**src/logic/aocr_regs.svh**
```systemverilog
// Register offsets, field positions, reset values and limits of the offset compensation register bank
`ifndef AOCR_REGS_SVH
`define AOCR_REGS_SVH

`define AOCR_ADDR_ID 8'h00
`define AOCR_ADDR_X_LOW 8'h02
`define AOCR_ADDR_X_HIGH 8'h03
`define AOCR_ADDR_Y_LOW 8'h04
`define AOCR_ADDR_Y_HIGH 8'h05
`define AOCR_ADDR_Z_LOW 8'h06
`define AOCR_ADDR_Z_HIGH 8'h07
`define AOCR_ADDR_FLAGS 8'h0a
`define AOCR_ADDR_RANGE 8'h0f
`define AOCR_ADDR_BW 8'h10
`define AOCR_ADDR_POWER 8'h11
`define AOCR_ADDR_SETUP 8'h13
`define AOCR_ADDR_SOFT_RESET 8'h14
`define AOCR_ADDR_EN 8'h17
`define AOCR_ADDR_MAP 8'h1a
`define AOCR_ADDR_SRC 8'h1e
`define AOCR_ADDR_PINCFG 8'h20
`define AOCR_ADDR_SERIAL 8'h34
`define AOCR_ADDR_OFS_CTRL 8'h36
`define AOCR_ADDR_OFS_X 8'h38
`define AOCR_ADDR_OFS_Y 8'h39
`define AOCR_ADDR_OFS_Z 8'h3a

`define AOCR_RST_RANGE 4'h3
`define AOCR_RST_BW 5'h1f
`define AOCR_RST_LV 1'b1

`define AOCR_RANGE_CODE_2G 4'h3
`define AOCR_RANGE_CODE_4G 4'h5
`define AOCR_RANGE_CODE_8G 4'h8

`define AOCR_BIT_NEW 0
`define AOCR_BIT_FRESH 7
`define AOCR_BIT_SUSPEND 7
`define AOCR_BIT_DATA_SEL 7
`define AOCR_BIT_PROTECT_DIS 6
`define AOCR_BIT_DATA_EN 4
`define AOCR_BIT_MAP 0
`define AOCR_BIT_SRC 5
`define AOCR_BIT_OD 1
`define AOCR_BIT_LV 0
`define AOCR_BIT_WDT_EN 2
`define AOCR_BIT_WDT_SEL 1
`define AOCR_BIT_OFS_CLEAR 7

`define AOCR_SAT_MAX 12'sh1ff
`define AOCR_SAT_MIN 12'she00

`endif

```
**src/logic/aocr_pkg.sv**
```systemverilog
// Types shared by the offset compensation register bank
package aocr_pkg;
    typedef logic signed [9:0] aocr_sample_t;
    typedef logic signed [7:0] aocr_offset_t;
    typedef enum logic [2:0] {
        AOCR_SCALE_2G = 3'b001,
        AOCR_SCALE_4G = 3'b010,
        AOCR_SCALE_8G = 3'b100
    } aocr_scale_t;
endpackage

```
**src/logic/aocr_core.sv**
```systemverilog
// Offset compensation datapath and register bank of a 3-axis accelerometer
//
// Behaviour
// - Each axis output is the raw sample plus that axis offset, before storing.
// - Three 8-bit two's complement offset registers at 0x38, 0x39, 0x3a.
// - One offset step weighs 7.81 mg in every range; scaled to output resolution.
// - Writing one to the clear bit at 0x36 zeroes all three offsets.
// - Samples are signed 10-bit: high bits in high register, low bits in low.
// - Range codes 0011, 0101, 1000 give 2g, 4g, 8g; other codes scale as 2g.
// - Enabled new data sets the fresh sample flag and drives the mapped pin.
`timescale 1ns/1ps
`include "aocr_regs.svh"

module aocr_core import aocr_pkg::*; #(
    // Identifier value is arbitrary
    parameter logic [7:0] DEVICE_ID = 8'h42,
    parameter logic [7:0] SOFT_RESET_KEY = 8'h5a
) (
    // Clock and reset
    input wire logic ref_clk,
    input wire logic rst_n,
    // Register access from the serial engine
    input wire logic reg_wr,
    input wire logic reg_rd,
    input wire logic [7:0] reg_addr,
    input wire logic [7:0] reg_wdata,
    output logic [7:0] reg_rdata,
    // Filtered sample stream
    input wire logic filt_valid,
    input wire logic [9:0] filt_x,
    input wire logic [9:0] filt_y,
    input wire logic [9:0] filt_z,
    // Unfiltered sample stream
    input wire logic unfilt_valid,
    input wire logic [9:0] unfilt_x,
    input wire logic [9:0] unfilt_y,
    input wire logic [9:0] unfilt_z,
    // Event pin, output enable low while driving
    output logic event_pin_o,
    output logic event_pin_oe_n,
    // Settings for neighbouring blocks
    output logic [4:0] filter_width,
    output logic wdt_en,
    output logic wdt_sel
);

    function automatic aocr_scale_t range_decode(input logic [3:0] code);
        case (code)
            `AOCR_RANGE_CODE_2G: range_decode = AOCR_SCALE_2G;
            `AOCR_RANGE_CODE_4G: range_decode = AOCR_SCALE_4G;
            `AOCR_RANGE_CODE_8G: range_decode = AOCR_SCALE_8G;
            default: range_decode = AOCR_SCALE_2G;
        endcase
    endfunction

    function automatic aocr_sample_t compensate(input aocr_sample_t smp, input aocr_offset_t ofs,
                                                input aocr_scale_t sc);
        logic signed [11:0] adj;
        logic signed [11:0] sum;
        adj = 12'sh000;
        unique case (sc)
            AOCR_SCALE_2G: adj = {{3{ofs[7]}}, ofs, 1'b0};
            AOCR_SCALE_4G: adj = {{4{ofs[7]}}, ofs};
            AOCR_SCALE_8G: adj = {{5{ofs[7]}}, ofs[7:1]};
        endcase
        sum = {{2{smp[9]}}, smp} + adj;
        if (sum > `AOCR_SAT_MAX) begin
            sum = `AOCR_SAT_MAX;
        end else if (sum < `AOCR_SAT_MIN) begin
            sum = `AOCR_SAT_MIN;
        end
        compensate = sum[9:0];
    endfunction

    logic [3:0] range_ff;
    logic [4:0] bw_ff;
    logic suspend_ff;
    logic data_sel_ff;
    logic protect_dis_ff;
    logic data_en_ff;
    logic map_ff;
    logic src_ff;
    logic od_ff;
    logic lv_ff;
    logic wdt_en_ff;
    logic wdt_sel_ff;
    aocr_offset_t ofs_ff [3];
    aocr_sample_t out_ff [3];
    logic [7:0] msb_ff [3];
    logic [2:0] new_ff;
    logic fresh_ff;
    logic [7:0] rdata_ff;
    logic pin_ff;
    logic pin_oe_n_ff;

    // Access decode; in suspend only power and soft reset writes land
    wire logic wr_ok = reg_wr & (~suspend_ff | reg_addr == `AOCR_ADDR_POWER | reg_addr == `AOCR_ADDR_SOFT_RESET);
    wire logic soft_rst = wr_ok & reg_addr == `AOCR_ADDR_SOFT_RESET & reg_wdata == SOFT_RESET_KEY;
    wire logic ofs_clear = wr_ok & reg_addr == `AOCR_ADDR_OFS_CTRL & reg_wdata[`AOCR_BIT_OFS_CLEAR];
    wire logic rd_flags = reg_rd & reg_addr == `AOCR_ADDR_FLAGS;
    wire aocr_scale_t scale = range_decode(range_ff);

    // Sample selection and compensation
    wire aocr_sample_t filt_s [3] = '{filt_x, filt_y, filt_z};
    wire aocr_sample_t unfilt_s [3] = '{unfilt_x, unfilt_y, unfilt_z};
    wire logic samp_vld = ~suspend_ff & (data_sel_ff ? unfilt_valid : filt_valid);
    wire logic event_vld = ~suspend_ff & (src_ff ? unfilt_valid : filt_valid);
    wire logic fresh_set = event_vld & data_en_ff;
    aocr_sample_t comp [3];
    logic [2:0] rd_low;
    logic [2:0] rd_high;
    logic [2:0] wr_ofs;

    always_comb begin
        for (int i = 0; i < 3; i++) begin
            comp[i] = compensate(data_sel_ff ? unfilt_s[i] : filt_s[i], ofs_ff[i], scale);
            rd_low[i] = reg_rd & reg_addr == 8'(`AOCR_ADDR_X_LOW + 2 * i);
            rd_high[i] = reg_rd & reg_addr == 8'(`AOCR_ADDR_X_HIGH + 2 * i);
            wr_ofs[i] = wr_ok & reg_addr == 8'(`AOCR_ADDR_OFS_X + i);
        end
    end

    // Configuration registers
    always_ff @(posedge ref_clk or negedge rst_n) begin
        if (!rst_n) begin
            range_ff <= `AOCR_RST_RANGE;
            bw_ff <= `AOCR_RST_BW;
            {suspend_ff, data_sel_ff, protect_dis_ff, data_en_ff, map_ff, src_ff} <= 6'h00;
            {od_ff, wdt_en_ff, wdt_sel_ff} <= 3'h0;
            lv_ff <= `AOCR_RST_LV;
        end else if (soft_rst) begin
            range_ff <= `AOCR_RST_RANGE;
            bw_ff <= `AOCR_RST_BW;
            {suspend_ff, data_sel_ff, protect_dis_ff, data_en_ff, map_ff, src_ff} <= 6'h00;
            {od_ff, wdt_en_ff, wdt_sel_ff} <= 3'h0;
            lv_ff <= `AOCR_RST_LV;
        end else if (wr_ok) begin
            case (reg_addr)
                `AOCR_ADDR_RANGE: range_ff <= reg_wdata[3:0];
                `AOCR_ADDR_BW: bw_ff <= reg_wdata[4:0];
                `AOCR_ADDR_POWER: suspend_ff <= reg_wdata[`AOCR_BIT_SUSPEND];
                `AOCR_ADDR_SETUP: begin
                    data_sel_ff <= reg_wdata[`AOCR_BIT_DATA_SEL];
                    protect_dis_ff <= reg_wdata[`AOCR_BIT_PROTECT_DIS];
                end
                `AOCR_ADDR_EN: data_en_ff <= reg_wdata[`AOCR_BIT_DATA_EN];
                `AOCR_ADDR_MAP: map_ff <= reg_wdata[`AOCR_BIT_MAP];
                `AOCR_ADDR_SRC: src_ff <= reg_wdata[`AOCR_BIT_SRC];
                `AOCR_ADDR_PINCFG: begin
                    od_ff <= reg_wdata[`AOCR_BIT_OD];
                    lv_ff <= reg_wdata[`AOCR_BIT_LV];
                end
                `AOCR_ADDR_SERIAL: begin
                    wdt_en_ff <= reg_wdata[`AOCR_BIT_WDT_EN];
                    wdt_sel_ff <= reg_wdata[`AOCR_BIT_WDT_SEL];
                end
                default: ;
            endcase
        end
    end

    // Offsets; clear wins over a write in the same cycle
    always_ff @(posedge ref_clk or negedge rst_n) begin
        if (!rst_n) begin
            ofs_ff <= '{8'h00, 8'h00, 8'h00};
        end else if (soft_rst || ofs_clear) begin
            ofs_ff <= '{8'h00, 8'h00, 8'h00};
        end else begin
            for (int i = 0; i < 3; i++) begin
                if (wr_ofs[i]) begin
                    ofs_ff[i] <= reg_wdata;
                end
            end
        end
    end

    // Output registers with data protection and new-data flags
    always_ff @(posedge ref_clk or negedge rst_n) begin
        if (!rst_n) begin
            out_ff <= '{10'h000, 10'h000, 10'h000};
            msb_ff <= '{8'h00, 8'h00, 8'h00};
            new_ff <= 3'h0;
        end else if (soft_rst) begin
            out_ff <= '{10'h000, 10'h000, 10'h000};
            msb_ff <= '{8'h00, 8'h00, 8'h00};
            new_ff <= 3'h0;
        end else begin
            for (int i = 0; i < 3; i++) begin
                if (samp_vld) begin
                    out_ff[i] <= comp[i];
                end
                if (samp_vld && protect_dis_ff) begin
                    msb_ff[i] <= comp[i][9:2];
                end else if (rd_low[i] && !protect_dis_ff) begin
                    msb_ff[i] <= out_ff[i][9:2];
                end
                if (samp_vld) begin
                    new_ff[i] <= 1'b1;
                end else if (rd_low[i] || rd_high[i]) begin
                    new_ff[i] <= 1'b0;
                end
            end
        end
    end

    // Fresh sample flag and event pin; set wins over read clear
    always_ff @(posedge ref_clk or negedge rst_n) begin
        if (!rst_n) begin
            fresh_ff <= 1'b0;
            pin_ff <= 1'b0;
            pin_oe_n_ff <= 1'b0;
        end else begin
            fresh_ff <= soft_rst ? 1'b0 : fresh_set ? 1'b1 : rd_flags ? 1'b0 : fresh_ff;
            pin_ff <= lv_ff ~^ (fresh_ff & map_ff);
            pin_oe_n_ff <= od_ff & ~(fresh_ff & map_ff);
        end
    end

    // Read data selection; reserved and write-only bits read zero
    logic [7:0] rd_mux;
    always_comb begin
        case (reg_addr)
            `AOCR_ADDR_ID: rd_mux = DEVICE_ID;
            `AOCR_ADDR_X_LOW: rd_mux = {out_ff[0][1:0], 5'h00, new_ff[0]};
            `AOCR_ADDR_X_HIGH: rd_mux = msb_ff[0];
            `AOCR_ADDR_Y_LOW: rd_mux = {out_ff[1][1:0], 5'h00, new_ff[1]};
            `AOCR_ADDR_Y_HIGH: rd_mux = msb_ff[1];
            `AOCR_ADDR_Z_LOW: rd_mux = {out_ff[2][1:0], 5'h00, new_ff[2]};
            `AOCR_ADDR_Z_HIGH: rd_mux = msb_ff[2];
            `AOCR_ADDR_FLAGS: rd_mux = {fresh_ff, 7'h00};
            `AOCR_ADDR_RANGE: rd_mux = {4'h0, range_ff};
            `AOCR_ADDR_BW: rd_mux = {3'h0, bw_ff};
            `AOCR_ADDR_POWER: rd_mux = {suspend_ff, 7'h00};
            `AOCR_ADDR_SETUP: rd_mux = {data_sel_ff, protect_dis_ff, 6'h00};
            `AOCR_ADDR_EN: rd_mux = {3'h0, data_en_ff, 4'h0};
            `AOCR_ADDR_MAP: rd_mux = {7'h00, map_ff};
            `AOCR_ADDR_SRC: rd_mux = {2'h0, src_ff, 5'h00};
            `AOCR_ADDR_PINCFG: rd_mux = {6'h00, od_ff, lv_ff};
            `AOCR_ADDR_SERIAL: rd_mux = {5'h00, wdt_en_ff, wdt_sel_ff, 1'b0};
            `AOCR_ADDR_OFS_X: rd_mux = ofs_ff[0];
            `AOCR_ADDR_OFS_Y: rd_mux = ofs_ff[1];
            `AOCR_ADDR_OFS_Z: rd_mux = ofs_ff[2];
            default: rd_mux = 8'h00;
        endcase
    end

    always_ff @(posedge ref_clk or negedge rst_n) begin
        if (!rst_n) begin
            rdata_ff <= 8'h00;
        end else if (reg_rd) begin
            rdata_ff <= rd_mux;
        end
    end

    assign reg_rdata = rdata_ff;
    assign event_pin_o = pin_ff;
    assign event_pin_oe_n = pin_oe_n_ff;
    assign filter_width = bw_ff;
    assign wdt_en = wdt_en_ff;
    assign wdt_sel = wdt_sel_ff;

    property p_x_compensated;
        @(posedge ref_clk) disable iff (!rst_n)
        samp_vld && !soft_rst |=> out_ff[0] == $past(comp[0]);
    endproperty
    a_x_compensated: assert property (p_x_compensated) else $error("x output not the compensated sum");

    property p_ofs_write_read;
        @(posedge ref_clk) disable iff (!rst_n)
        wr_ok && reg_addr == `AOCR_ADDR_OFS_Y && !ofs_clear && !soft_rst ##1 !reg_wr
        ##1 reg_rd && reg_addr == `AOCR_ADDR_OFS_Y
        |=> reg_rdata == $past(reg_wdata, 3);
    endproperty
    a_ofs_write_read: assert property (p_ofs_write_read) else $error("y offset did not read back");

    property p_scale_4g;
        @(posedge ref_clk) disable iff (!rst_n)
        range_ff == `AOCR_RANGE_CODE_4G && data_sel_ff == 1'b0 && filt_x == 10'h000 && !ofs_ff[0][7]
        |-> comp[0] == {2'h0, ofs_ff[0]};
    endproperty
    a_scale_4g: assert property (p_scale_4g) else $error("offset not unscaled in 4g range");

    property p_ofs_clear;
        @(posedge ref_clk) disable iff (!rst_n)
        ofs_clear |=> ofs_ff[0] == 8'h00 && ofs_ff[1] == 8'h00 && ofs_ff[2] == 8'h00;
    endproperty
    a_ofs_clear: assert property (p_ofs_clear) else $error("offsets not cleared");

    property p_low_read;
        @(posedge ref_clk) disable iff (!rst_n)
        rd_low[0] |=> reg_rdata[7:6] == $past(out_ff[0][1:0]) && reg_rdata[5:1] == 5'h00;
    endproperty
    a_low_read: assert property (p_low_read) else $error("x low register layout wrong");

    property p_scale_8g;
        @(posedge ref_clk) disable iff (!rst_n)
        range_ff == `AOCR_RANGE_CODE_8G && data_sel_ff == 1'b0 && filt_x == 10'h000 && !ofs_ff[0][7]
        |-> comp[0] == {3'h0, ofs_ff[0][7:1]};
    endproperty
    a_scale_8g: assert property (p_scale_8g) else $error("offset not halved in 8g range");

    property p_fresh_pin;
        @(posedge ref_clk) disable iff (!rst_n)
        fresh_set && !soft_rst && map_ff && lv_ff ##1 map_ff && lv_ff |-> fresh_ff ##1 event_pin_o;
    endproperty
    a_fresh_pin: assert property (p_fresh_pin) else $error("fresh sample did not reach the pin");

    property p_no_wrap;
        @(posedge ref_clk) disable iff (!rst_n)
        samp_vld && !soft_rst && !data_sel_ff && !filt_x[9] && !ofs_ff[0][7] |=> !out_ff[0][9];
    endproperty
    a_no_wrap: assert property (p_no_wrap) else $error("positive sum wrapped negative");

endmodule

```
**config.mk**
```make
export PLATFORM = sky130hd
export DESIGN_NAME = aocr_core
export DESIGN_NICKNAME = d
export VERILOG_FILES = /design/src/logic/aocr_pkg.sv /design/src/logic/aocr_core.sv
export VERILOG_INCLUDE_DIRS = /design/src /design/src/logic
export SDC_FILE = /design/constraint.sdc
export NUM_CORES = 1
export LEC_CHECK = 0
export BUFFER_PORTS_ARGS = -buffer_cell sky130_fd_sc_hd__buf_4
export CORE_MARGIN = 1.5
export CORE_UTILIZATION = 54
export DETAILED_ROUTE_END_ITERATION = 10
export PLACE_DENSITY = 0.75
export SLEW_MARGIN = 0
export SYNTH_ARGS = -nofsm -noshare
export SYNTH_HDL_FRONTEND = slang
export SYNTH_SLANG_ARGS = --single-unit
```
**constraint.sdc**
```tcl
create_clock -name ref_clk -period 7.4 [get_ports ref_clk]
set_input_delay 1.48 -clock ref_clk [delete_from_list [all_inputs] [get_ports ref_clk]]
set_output_delay 1.48 -clock ref_clk [all_outputs]
set_load 0.03 [all_outputs]
```
==> results by group, run 1 <==
Clock network
  • TritonCTS clock tree: done
  • Clock Tree Root: clkbuf_16
  • CTS resizes: 0
  • CTS clock-pin slew for the worst setup and hold paths: 80 ps
  • Hold buffers post-CTS: 0
  • Post-CTS Setup Repair Bufs: 0
  • Num CTS Buffers: 9
  • Clk Latency, worst-skew pair: 370 ps
  • Clk sink count: 111
  • Clock tree buffer depth: 2
  • H-tree levels: 3

Floorplan
  • Core Footprint: 14,700 sq um
  • Die width: 126 um
  • Row Count: 44
  • Initial Utilization: 0.558
  • Full die area: 16,000 sq um
  • Die Ht: 126 um
  • # IOs: 99

Placed design
  • Placement Cell Area: 8960 sq um
  • Dpl hpwl: 18,800 um
  • RD Place Congestion: 0.966
  • Port bufs: 98

Yosys
  • Syn nets: 1,081
  • Register area share after synthesis: 0.340
  • Synth warn: 0
  • Netlist area before placement: 8210 sq um
  • Synth top area cells: dfrtp_1, mux2_2, nand2_1
  • Synth cell types: 79
  • Synthesis-stage register bit count: 111
  • Ys async rst share: 1.00
  • Post-synth top flop: dfrtp_1
  • Synth Instances: 963
  • Post-Syn Area per Cell: 8.52 sq um
  • Biggest area consumer among synthesized cells: dfrtp_1
  • Post-synth EDFFs: 0
  • Synth top area share: 0.314

Detailed routing
  • DR iter-0 viols: 782
  • Total wire length: 25,200 um
  • Vias per Instance: 6.49
  • DRT antenna net count: 0
  • # DRC: 0
  • DR vias: 7,845
  • DR WL/cell: 20.8 um
  • First-pass iteration count of the detailed router: 5

Global routing
  • Gr usage total: 0.321
  • Antenna violations before repair: 0
  • Largest net degree at the start of global routing: 77
  • Vias in the first global route: 7,283
  • GRT overflow: 0
  • First-pass GRT wire length: 39,800 um

STA
  • Final Cycle Share: 0.640
  • Setup TNS Final: 0 ps
  • Final Max Slew Viols: 0
  • Final Hold Viols: 0
  • Final Hold Slack: 493 ps
  • Worst Max-Slew Pin Slew: 1070 ps
  • Final min period: 4740 ps
  • Setup Skew: 8.25 ps
  • Relative slew slack: 0.283
  • RSZ-0062 raised after global routing: no
  • Fmax: 211 MHz
  • Final setup violation count: 0

Worst setup path
  • Required time of the critical path: 7610 ps
  • CP Class: flip-flop to flip-flop
  • Worst Setup End Kind: flip-flop
  • Worst-path maximum fanout: 45
  • CP Launch Type: flip-flop
  • Worst reg2reg startpoint: range_ff[2]
  • Worst EP arrival: 4950 ps
  • Worst setup startpoint: range_ff[2]

Layout
  • Multi-input combinational cell area: 5110 sq um
  • Area Overhead vs Synth: 12.7%
  • Diodes inserted: 0
  • Layout Utilization: 0.629
  • Layout cells sized above 1: 0.201
  • Fill cells: 1,300
  • Design area: 9250 sq um
  • Register area: 2790 sq um
  • Nets: 1,137

Outcome
  • Outcome: finished, final reports clean

Min path
  • Hold Path Class: flip-flop to flip-flop
  • Hold path startpoint: range_ff[0]

Power
  • Peak VDD IR: 0.145 mV
  • Total power: 1.68 mW
  • Power per cell area: 181 nW/um^2
  • Leak pwr: 4.03 nW

Job
  • Max-Cap Viols: 0
-- state kept, by name (all words and copies together), names as in the netlist --
register / flops
out_ff: 30
msb_ff: 24
ofs_ff: 24
reg_rdata: 8
filter_width: 5
range_ff: 4
new_ff: 3
data_en_ff: 1
data_sel_ff: 1
event_pin_o: 1
event_pin_oe_n: 1
fresh_ff: 1
lv_ff: 1
map_ff: 1
od_ff: 1
protect_dis_ff: 1
src_ff: 1
suspend_ff: 1
wdt_en: 1
wdt_sel: 1
-- Yosys cell counts, types with 5 or more instances --
cell        n
ha_1       33
inv_1      18
xnor2_1    11
xor2_1     11
nor3_1     10
o21ai_1     6
a32oi_1     6
a22o_1     15
mux2_2     52
nor4_1      6
nor2b_1     6
and2_1      9
o21ai_0    67
a221oi_1    5
nand2b_1    7
o211ai_1    9
o31ai_1     5
nor2_1     65
and3_1      9
nand3_1    42
a21o_1     16
nor3b_1     6
nand4_1     5
a31oi_1    10
dfstp_2     8
mux2i_1    21
dfrtp_1   103
buf_2      13
a22oi_1    31
a21oi_1    95
a211oi_1   14
clkbuf_1   39
nand2_1   136
-- power by group --
group | switching [mW] | internal, mW | leakage, nW
sequential | 0.0799 | 0.696 | 1.38
clock | 0.243 | 0.243 | 0.138
combinational | 0.231 | 0.185 | 2.52
total | 0.554 | 1.12 | 4.03
-- layer usage --
metal,track usage,part of all wire,up-vias
met3,0.0489,0.082,67
met5,0,0,-
met2,0.494,0.45,395
met4,0.134,0.038,0
met1,0.454,0.43,3736
li1,-,-,3647
-- per-stage QoR --
stage	std cells	setup WS, ps
2_1_floorplan	963	3440
3_3_place_gp	1192	2930
3_5_place_dp	1192	2810
4_1_cts	1208	2770
5_1_grt	1208	2130
6_report	1208	2660
-- logic make-up (layout without fill, tap and decap cells) --
kind of cell	after synthesis	after routing	synth area share
muxes	73	73	0.0969
adders and majority gates	36	36	0.0576
AOI/OAI and AO/OA	314	314	0.245
xor gates and xnor gates	22	22	0.0235
buffers and inverters	75	136	0.0386
and+or+nand+nor	332	332	0.199
DFF	111	111	0.340
-- placed cells by master, fill, tap and decap left out, types with 7 or more instances in the layout --
cell type,n
o211ai_1,9
mux2_2,52
dfrtp_1,103
dfstp_2,8
mux2i_1,21
a22o_1,15
nand3_1,42
xor2_1,11
and2_1,9
nand2b_1,7
o21ai_0,67
buf_4,102
nor2_1,64
and3_1,9
a211oi_1,14
nand2_1,136
a21o_1,16
nor3_1,10
xnor2_1,11
clkbuf_16,9
a22oi_1,31
ha_1,33
a21oi_1,95
a31oi_1,10
inv_1,18
-- critical path, cell delays in order (launching register included) --
cell      delay (ps)
dfrtp_1          420
nor4_1           410
ha_1             930
o21ai_0          370
ha_1             370
a211oi_1         310
o21ai_0          220
a31oi_1          900
o21ai_0          210
a211oi_1         330
a21oi_1          110
-- layout make-up --
type / count / share of cell area
clock buffer: 10 / 0.0258
clock inverter: 6 / 0.00568
inverter: 18 / 0.00730
multi-input combinational: 777 / 0.552
sequential: 111 / 0.301
tap: 184 / 0.0249
timing repair buffer: 102 / 0.0828
-- final timing paths --
kind	to	slack, ps	cells past startpoint
setup / recovery	msb_ff[3]	2660	10
hold / removal	range_ff[0]	490	2
setup reg to reg	msb_ff[3]	2660	10
hold reg to reg	range_ff[0]	490	2
max in group asynchronous	new_ff[2]	4990	2
min in group asynchronous	ofs_ff[14]	1050	1
Power figures use the tool's default switching activity.
==> run 2: changes to the inputs <==
--- a/config.mk
+++ b/config.mk
@@ -6,6 +6,7 @@
 export SDC_FILE = /design/constraint.sdc
 export NUM_CORES = 1
 export LEC_CHECK = 0
+export ABC_AREA = 1
 export BUFFER_PORTS_ARGS = -buffer_cell sky130_fd_sc_hd__buf_4
 export CORE_MARGIN = 1.5
 export CORE_UTILIZATION = 54
==> constraint.sdc (replaced) <==
create_clock -name ref_clk -period 4.4 [get_ports ref_clk]
set_input_delay 0.88 -clock ref_clk [delete_from_list [all_inputs] [get_ports ref_clk]]
set_output_delay 0.88 -clock ref_clk [all_outputs]
set_load 0.03 [all_outputs]
==> results by group, run 2 <==
Layout
  • Most frequent cells in the layout: nand2_1, inv_1, buf_4 (was nand2_1, dfrtp_1, buf_4)
  • Nets: 1,483 (was 1,137)
  • Diodes inserted: 0 (unchanged)
  • Final std cells w/o fill: 1,558 (was 1,208)
  • Biggest registers after layout: out_ff: 30 flops, msb_ff: 24 flops, ofs_ff: 24 flops (unchanged)
  • Area Overhead vs Synth: 15.2% (was 12.7%)
  • Layout cells sized above 1: 0.128 (was 0.201)
  • Commonest non-fill, non-tap cell in the layout: nand2_1 (unchanged)
  • Top reg by flops: out_ff (unchanged)
  • Flip-flop count of the largest register after layout: 30 (unchanged)

Yosys
  • Synth top area cells: dfrtp_1, nand2_1, inv_1 (was dfrtp_1, mux2_2, nand2_1)
  • Post-synth EDFFs: 0 (unchanged)
  • Cell with the most instances after synthesis: nand2_1 (unchanged)
  • Register area share after synthesis: 0.335 (was 0.340)
  • Ys async rst share: 1.00 (unchanged)
  • Synth cell types: 39 (was 79)
  • Synth top area share: 0.310 (was 0.314)
  • Syn nets: 1,391 (was 1,081)
  • Synth Instances: 1,273 (was 963)
  • Netlist area before placement: 8310 sq um (was 8210 sq um)
  • Synthesis-stage register bit count: 111 (unchanged)
  • Post-Syn Area per Cell: 6.53 sq um (was 8.52 sq um)
  • Post-synth top flop: dfrtp_1 (unchanged)
  • Synth warn: 0 (unchanged)
  • Most frequent cells after synthesis: nand2_1, inv_1, dfrtp_1, nand3_1, o21ai_0 (was nand2_1, dfrtp_1, a21oi_1, o21ai_0, nor2_1)
  • Biggest area consumer among synthesized cells: dfrtp_1 (unchanged)

STA
  • Final Hold Viols: 0 (unchanged)
  • Worst Max-Slew Pin Slew: 975 ps (was 1070 ps)
  • Final setup violation count: 0 (unchanged)
  • Final Cycle Share: 0.909 (was 0.640)
  • Final Max Slew Viols: 0 (unchanged)
  • Setup TNS Final: 0 ps (unchanged)
  • Fmax: 250 MHz (was 211 MHz)
  • Relative slew slack: 0.349 (was 0.283)
  • Final min period: 4000 ps (was 4740 ps)
  • RSZ-0062 raised after global routing: no (unchanged)
  • Setup Skew: 5.37 ps (was 8.25 ps)

Global routing
  • Antenna violations before repair: 0 (unchanged)
  • First-pass GRT wire length: 42,100 um (was 39,800 um)
  • GRT overflow: 0 (unchanged)
  • Vias in the first global route: 8,276 (was 7,283)
  • Gr usage total: 0.332 (was 0.321)
  • Largest net degree at the start of global routing: 60 (was 77)

Clock network
  • CTS clock-pin slew for the worst setup and hold paths: 80 ps (about the same)
  • Clock tree buffer depth: 2 (unchanged)
  • Clk sink count: 111 (unchanged)
  • TritonCTS clock tree: done (unchanged)
  • Post-CTS Setup Repair Bufs: 0 (unchanged)
  • H-tree levels: 3 (unchanged)
  • Clk Latency, worst-skew pair: 360 ps (was 370 ps)
  • Hold buffers post-CTS: 0 (unchanged)
  • Num CTS Buffers: 9 (unchanged)
  • Clock Tree Root: clkbuf_16 (unchanged)

Worst setup path
  • R2R cell count: 23 (was 10)
  • Worst Setup End Kind: flip-flop (unchanged)
  • Worst EP arrival: 4250 ps (was 4950 ps)
  • CP Class: flip-flop to flip-flop (unchanged)
  • Worst-path maximum fanout: 16 (was 45)
  • CP Launch Type: flip-flop (unchanged)
  • Required time of the critical path: 4650 ps (was 7610 ps)
  • Setup slack, reg-to-reg: 400 ps (was 2660 ps)

Detailed routing
  • DR vias: 8,696 (was 7,845)
  • First-pass iteration count of the detailed router: 5 (unchanged)
  • DRT antenna net count: 0 (unchanged)
  • Total wire length: 25,700 um (was 25,200 um)
  • DR WL/cell: 16.5 um (was 20.8 um)
  • DR iter-0 viols: 961 (was 782)
  • # DRC: 0 (unchanged)
  • Vias per Instance: 5.58 (was 6.49)

Floorplan
  • Die Ht: 127 um (was 126 um)
  • # IOs: 99 (unchanged)
  • Core Footprint: 15,100 sq um (was 14,700 sq um)
  • Full die area: 16,100 sq um (was 16,000 sq um)
  • Initial Utilization: 0.551 (was 0.558)
  • Die width: 127 um (was 126 um)
  • Row Count: 45 (was 44)

Min path
  • Hold Path Class: flip-flop to flip-flop (unchanged)
  • Hold depth: 2 (unchanged)

Power
  • Total power: 3.34 mW (was 1.68 mW)
  • Peak VDD IR: 0.313 mV (was 0.145 mV)
  • Power per cell area: 348 nW/um^2 (was 181 nW/um^2)
  • Leak pwr: 5.26 nW (was 4.03 nW)

Placed design
  • Dpl hpwl: 20,000 um (was 18,800 um)
  • Dpl cells: 1,542 (was 1,192)
  • Port bufs: 98 (unchanged)
  • RD Place Congestion: 0.979 (was 0.966)

Outcome
  • Outcome: finished, final reports clean (unchanged)

Job
  • Max-Cap Viols: 0 (unchanged)
-- run 2: cell types whose count changed in the layout (fill, tap and decap cells not counted), moves of 11 or more --
cell and change:
a211oi_1 -12, a21o_1 -16, a21oi_1 -30, a22o_1 -11, a22oi_1 -31, inv_1 +160, mux2_2 -52, mux2i_1 -21
nand2_1 +348, nand3_1 +52, nor2_1 -12, o22ai_1 +12, o31ai_1 +15
-- run 2: timing repair --
action                                  in CTS  in global routing
gates resized for setup                      0                  3
endpoints found under the setup margin       0                 14
hold endpoints to repair                     0                  0
-- run 2: worst max-delay path: stages (launching register included) --
cell and delay, ps:
dfstp_2 550, inv_1 50, nor4_1 300, inv_1 80, ha_1 330, inv_1 330
buf_4 240, o211ai_1 90, o21ai_0 180, inv_1 150, ha_1 320, nand3_1 90
nand3_1 100, nand2_1 70, nand2_1 110, nand2_1 90, nand2_1 50, nand2_1 130
inv_1 90, o21ai_2 60, buf_4 210, nand3_1 90, nand2_1 110, nand2_1 60
-- run 2: power by group --
part           switching (mW)  internal (mW)  total (mW)
logic                   0.728          0.399        1.13
registers               0.132           1.22        1.35
clock network           0.409          0.450       0.858
-- run 2: logic make-up (layout without fill, tap and decap cells) --
group	after synthesis	after routing	synth area share
adders and majority gates	36	36	0.0569
xor gates and xnor gates	19	19	0.0200
DFF	111	111	0.335
and+or+nand+nor	683	683	0.347
buffers and inverters	221	318	0.102
AOI/OAI and AO/OA	203	203	0.139
-- run 2: final cells by class --
| class | count | area (sq um) |
|---|---|---|
| flip-flops and latches | 111 | 2790 |
| multi-input cells | 941 | 4680 |
| inverters | 190 | 718 |
| clock inverters | 7 | 78.8 |
| clock buffers | 9 | 225 |
| fillers | 1479 | 5510 |
| well taps | 188 | 235 |
| repair buffers | 112 | 853 |
-- run 2: per-stage QoR --
| step | setup slack (ps) | utilization | hold slack, ps | cell area [sq um] |
|---|---|---|---|---|
| 5_1_grt | 11.9 | 0.635 | 501 | 9580 |
| 2_1_floorplan | 814 | - | 449 | 8310 |
| 3_5_place_dp | 367 | 0.614 | 468 | 9270 |
| 6_report | 401 | 0.635 | 491 | 9580 |
| 3_3_place_gp | 439 | 0.614 | 466 | 9270 |
| 4_1_cts | 334 | 0.635 | 491 | 9580 |
-- run 2: final timing paths --
path,startpoint,end
hold / removal,out_ff[17],out_ff[17]
max in group asynchronous,rst_n,lv_ff
hold reg to reg,out_ff[17],out_ff[17]
min in group asynchronous,rst_n,out_ff[9]
setup reg to reg,range_ff[0],msb_ff[21]
setup / recovery,range_ff[0],msb_ff[21]
-- run 2: per-layer routing --
metal / track usage / wire length [um] / part of all wire / vias up
li1: - / - / - / 4264
met1: 0.451 / 11000 / 0.43 / 4006
met2: 0.534 / 11700 / 0.46 / 378
met3: 0.0766 / 2240 / 0.087 / 48
met4: 0.100 / 696 / 0.027 / 0
met5: 0 / 0 / 0 / -
==> run 3: changes to the inputs <==
--- a/config.mk
+++ b/config.mk
@@ -6,7 +6,7 @@
 export SDC_FILE = /design/constraint.sdc
 export NUM_CORES = 1
 export LEC_CHECK = 0
-export ABC_AREA = 1
+export ABC_AREA = 0
 export BUFFER_PORTS_ARGS = -buffer_cell sky130_fd_sc_hd__buf_4
 export CORE_MARGIN = 1.5
 export CORE_UTILIZATION = 54
==> results by group, run 3 (synthesis results as in run 1) <==
Worst setup path
  • Worst Setup End Kind: flip-flop (unchanged)
  • R2R cell count: 14 (was 23)
  • Required time of the critical path: 4620 ps (was 4650 ps)
  • CP Launch Type: flip-flop (unchanged)
  • Setup slack, reg-to-reg: 250 ps (was 400 ps)
  • CP peak stage delay: 570 ps (was 550 ps)
  • Cells along the critical path: nand4_1 > inv_1 > ha_1 > buf_4 > a22oi_1 > o21ai_0 > ha_1 > a211oi_1 > o21ai_0 > a31oi_1 > xor2_1 > o21ai_0 > a32oi_1 > o21ai_0 (was inv_1 > nor4_1 > inv_1 > ha_1 > inv_1 > buf_4 > o211ai_1 > o21ai_0 > inv_1 > ha_1 > nand3_1 > nand3_1 > nand2_1 > nand2_1 > nand2_1 > nand2_1 > nand2_1 > inv_1 > o21ai_2 > buf_4 > nand3_1 > nand2_1 > nand2_1)
  • Reg-to-Reg End: msb_ff[5] (was msb_ff[21])
  • Worst path top cell family by delay: compound AO/OA/AOI/OAI gates (was simple AND/OR/NAND/NOR gates)
  • Worst-path maximum fanout: 13 (was 16)
  • Worst Path Buf+Inv: 2 (was 7)
  • CP Class: flip-flop to flip-flop (unchanged)
  • Worst reg2reg startpoint: range_ff[0] (unchanged)
  • Worst path most repeated cell: o21ai_0 (was nand2_1)
  • Worst EP arrival: 4370 ps (was 4250 ps)
  • CP max-delay cell: dfstp_2 (unchanged)

Power
  • Cell Int Power: 1.95 mW (was 2.07 mW)
  • Leak pwr: 4.09 nW (was 5.26 nW)
  • Switching part of the total power: 0.319 (was 0.381)
  • Peak VDD IR: 0.300 mV (was 0.313 mV)
  • Clock Power Share: 0.299 (was 0.257)
  • Total power: 2.87 mW (was 3.34 mW)
  • Logic pwr share: 0.248 (was 0.338)
  • Switching pwr: 915 uW (was 1.27 mW)
  • Power per cell area: 307 nW/um^2 (was 348 nW/um^2)
  • Sequential share of power: 0.453 (was 0.405)

Placed design
  • RD Place Congestion: 0.967 (was 0.979)
  • Placement Cell Area: 9020 sq um (was 9270 sq um)
  • Port bufs: 98 (unchanged)
  • Dpl hpwl: 18,800 um (was 20,000 um)

STA
  • Final Hold Viols: 0 (unchanged)
  • Setup TNS Final: 0 ps (unchanged)
  • Final Cycle Share: 0.944 (was 0.909)
  • Final min period: 4150 ps (was 4000 ps)
  • Relative slew slack: 0.452 (was 0.349)
  • RSZ-0062 raised after global routing: no (unchanged)
  • Final Max Slew Viols: 0 (unchanged)
  • Final setup violation count: 0 (unchanged)
  • Setup Skew: 9.84 ps (was 5.37 ps)
  • Worst Max-Slew Pin Slew: 819 ps (was 975 ps)
  • Fmax: 241 MHz (was 250 MHz)

Global routing
  • Antenna violations before repair: 0 (unchanged)
  • Largest net degree at the start of global routing: 49 (was 60)
  • GRT overflow: 0 (unchanged)
  • Gr usage total: 0.327 (was 0.332)
  • Vias in the first global route: 7,552 (was 8,276)
  • First-pass GRT wire length: 40,400 um (was 42,100 um)

Clock network
  • TritonCTS clock tree: done (unchanged)
  • CTS clock-pin slew for the worst setup and hold paths: 80 ps (about the same)
  • H-tree levels: 3 (unchanged)
  • Clock Tree Root: clkbuf_16 (unchanged)
  • CTS resizes: 0 (unchanged)
  • Clk Latency, worst-skew pair: 360 ps (about the same)
  • Clk sink count: 111 (unchanged)
  • Num CTS Buffers: 9 (unchanged)
  • Clock tree buffer depth: 2 (unchanged)
  • Post-CTS Setup Repair Bufs: 0 (unchanged)
  • Hold buffers post-CTS: 0 (unchanged)

Min path
  • Hold depth: 2 (unchanged)
  • Hold Path Class: flip-flop to flip-flop (unchanged)
  • Hold path startpoint: out_ff[1] (was out_ff[17])
  • Hold Crit Endpoint: out_ff[1] (was out_ff[17])

Layout
  • Commonest non-fill, non-tap cell in the layout: nand2_1 (unchanged)
  • Biggest registers after layout: out_ff: 30 flops, msb_ff: 24 flops, ofs_ff: 24 flops (unchanged)
  • Most frequent cells in the layout: nand2_1, buf_4, dfrtp_1 (was nand2_1, inv_1, buf_4)
  • Top reg by flops: out_ff (unchanged)
  • Area Overhead vs Synth: 13.6% (was 15.2%)
  • Layout cells sized above 1: 0.207 (was 0.128)
  • Design area: 9330 sq um (was 9580 sq um)
  • Flip-flop count of the largest register after layout: 30 (unchanged)
  • Diodes inserted: 0 (unchanged)
  • Nets: 1,145 (was 1,483)

Floorplan
  • Full die area: 16,000 sq um (was 16,100 sq um)
  • # IOs: 99 (unchanged)
  • Initial Utilization: 0.558 (was 0.551)
  • Row Count: 44 (was 45)
  • Die Ht: 126 um (was 127 um)
  • Core Footprint: 14,700 sq um (was 15,100 sq um)
  • Die width: 126 um (was 127 um)

Job
  • Max-Cap Viols: 0 (unchanged)

Detailed routing
  • DR iter-0 viols: 923 (was 961)
  • DR WL/cell: 21.0 um (was 16.5 um)
  • Vias per Instance: 6.51 (was 5.58)
  • DR vias: 7,918 (was 8,696)
  • Total wire length: 25,500 um (was 25,700 um)
  • DRT antenna net count: 0 (unchanged)
  • # DRC: 0 (unchanged)
  • First-pass iteration count of the detailed router: 5 (unchanged)

Outcome
  • Outcome: finished, final reports clean (unchanged)
[run 3: changes by cell type in the layout (fill, tap and decap cells not counted), moves of 12 or more]
| cell | delta |
|---|---|
| a21oi_1 | +30 |
| inv_1 | -160 |
| nor2_1 | +12 |
| o22ai_1 | -12 |
| nand3_1 | -52 |
| a21o_1 | +16 |
| a211oi_1 | +12 |
| mux2_2 | +52 |
| mux2i_1 | +21 |
| nand2_1 | -348 |
| a22oi_1 | +31 |
| o31ai_1 | -15 |
[run 3: final cells by class]
class                   instances  area, sq um
fillers                      1327         5370
multi-input cells             777         5110
flip-flops and latches        111         2790
repair buffers                110          826
clock buffers                  11          243
well taps                     184          230
inverters                      18         67.6
clock inverters                 5         65.1
[run 3: how the worst max path moves through the flow]
stage                startpoint  cells after the start         end
floorplan           range_ff[0]                     14  msb_ff[16]
global placement    range_ff[2]                     12   msb_ff[5]
detailed placement  range_ff[2]                     12  msb_ff[14]
CTS                 range_ff[2]                     12   msb_ff[5]
global route        range_ff[0]                     14   msb_ff[5]
finish              range_ff[0]                     14   msb_ff[5]
[run 3: per-layer routing]
metal / track usage / wire [um] / vias up
met5: 0 / 0 / -
met3: 0.0844 / 2410 / 68
li1: - / - / 3676
met1: 0.439 / 10600 / 3775
met2: 0.501 / 11500 / 399
met4: 0.145 / 1040 / 0
[run 3: power by group through the flow]
stage	combinational (mW)	clock (mW)	sequential, mW
after global placement	0.682	0	1.31
after CTS	0.700	0.860	1.29
after global routing	0.783	0.901	1.31
after detailed placement	0.695	0	1.31
final	0.710	0.857	1.30
after floorplan	0.463	0	1.27
[run 3: worst register-to-register path, cell delays in order (launching register included)]
cell and delay, ps:
dfstp_2 570, nand4_1 140, inv_1 80, ha_1 450, buf_4 280, a22oi_1 100, o21ai_0 330, ha_1 310
a211oi_1 320, o21ai_0 240, a31oi_1 250, xor2_1 260, o21ai_0 120, a32oi_1 380, o21ai_0 170
[run 3: stage by stage]
step           worst slack, ps  hold slack, ps  utilization  instances
3_5_place_dp               293             476        0.614       1200
5_1_grt                   73.4             512        0.635       1216
3_3_place_gp               330             470        0.614       1200
4_1_cts                    266             494        0.634       1216
2_1_floorplan              694             446            -        963
6_report                   248             496        0.635       1216
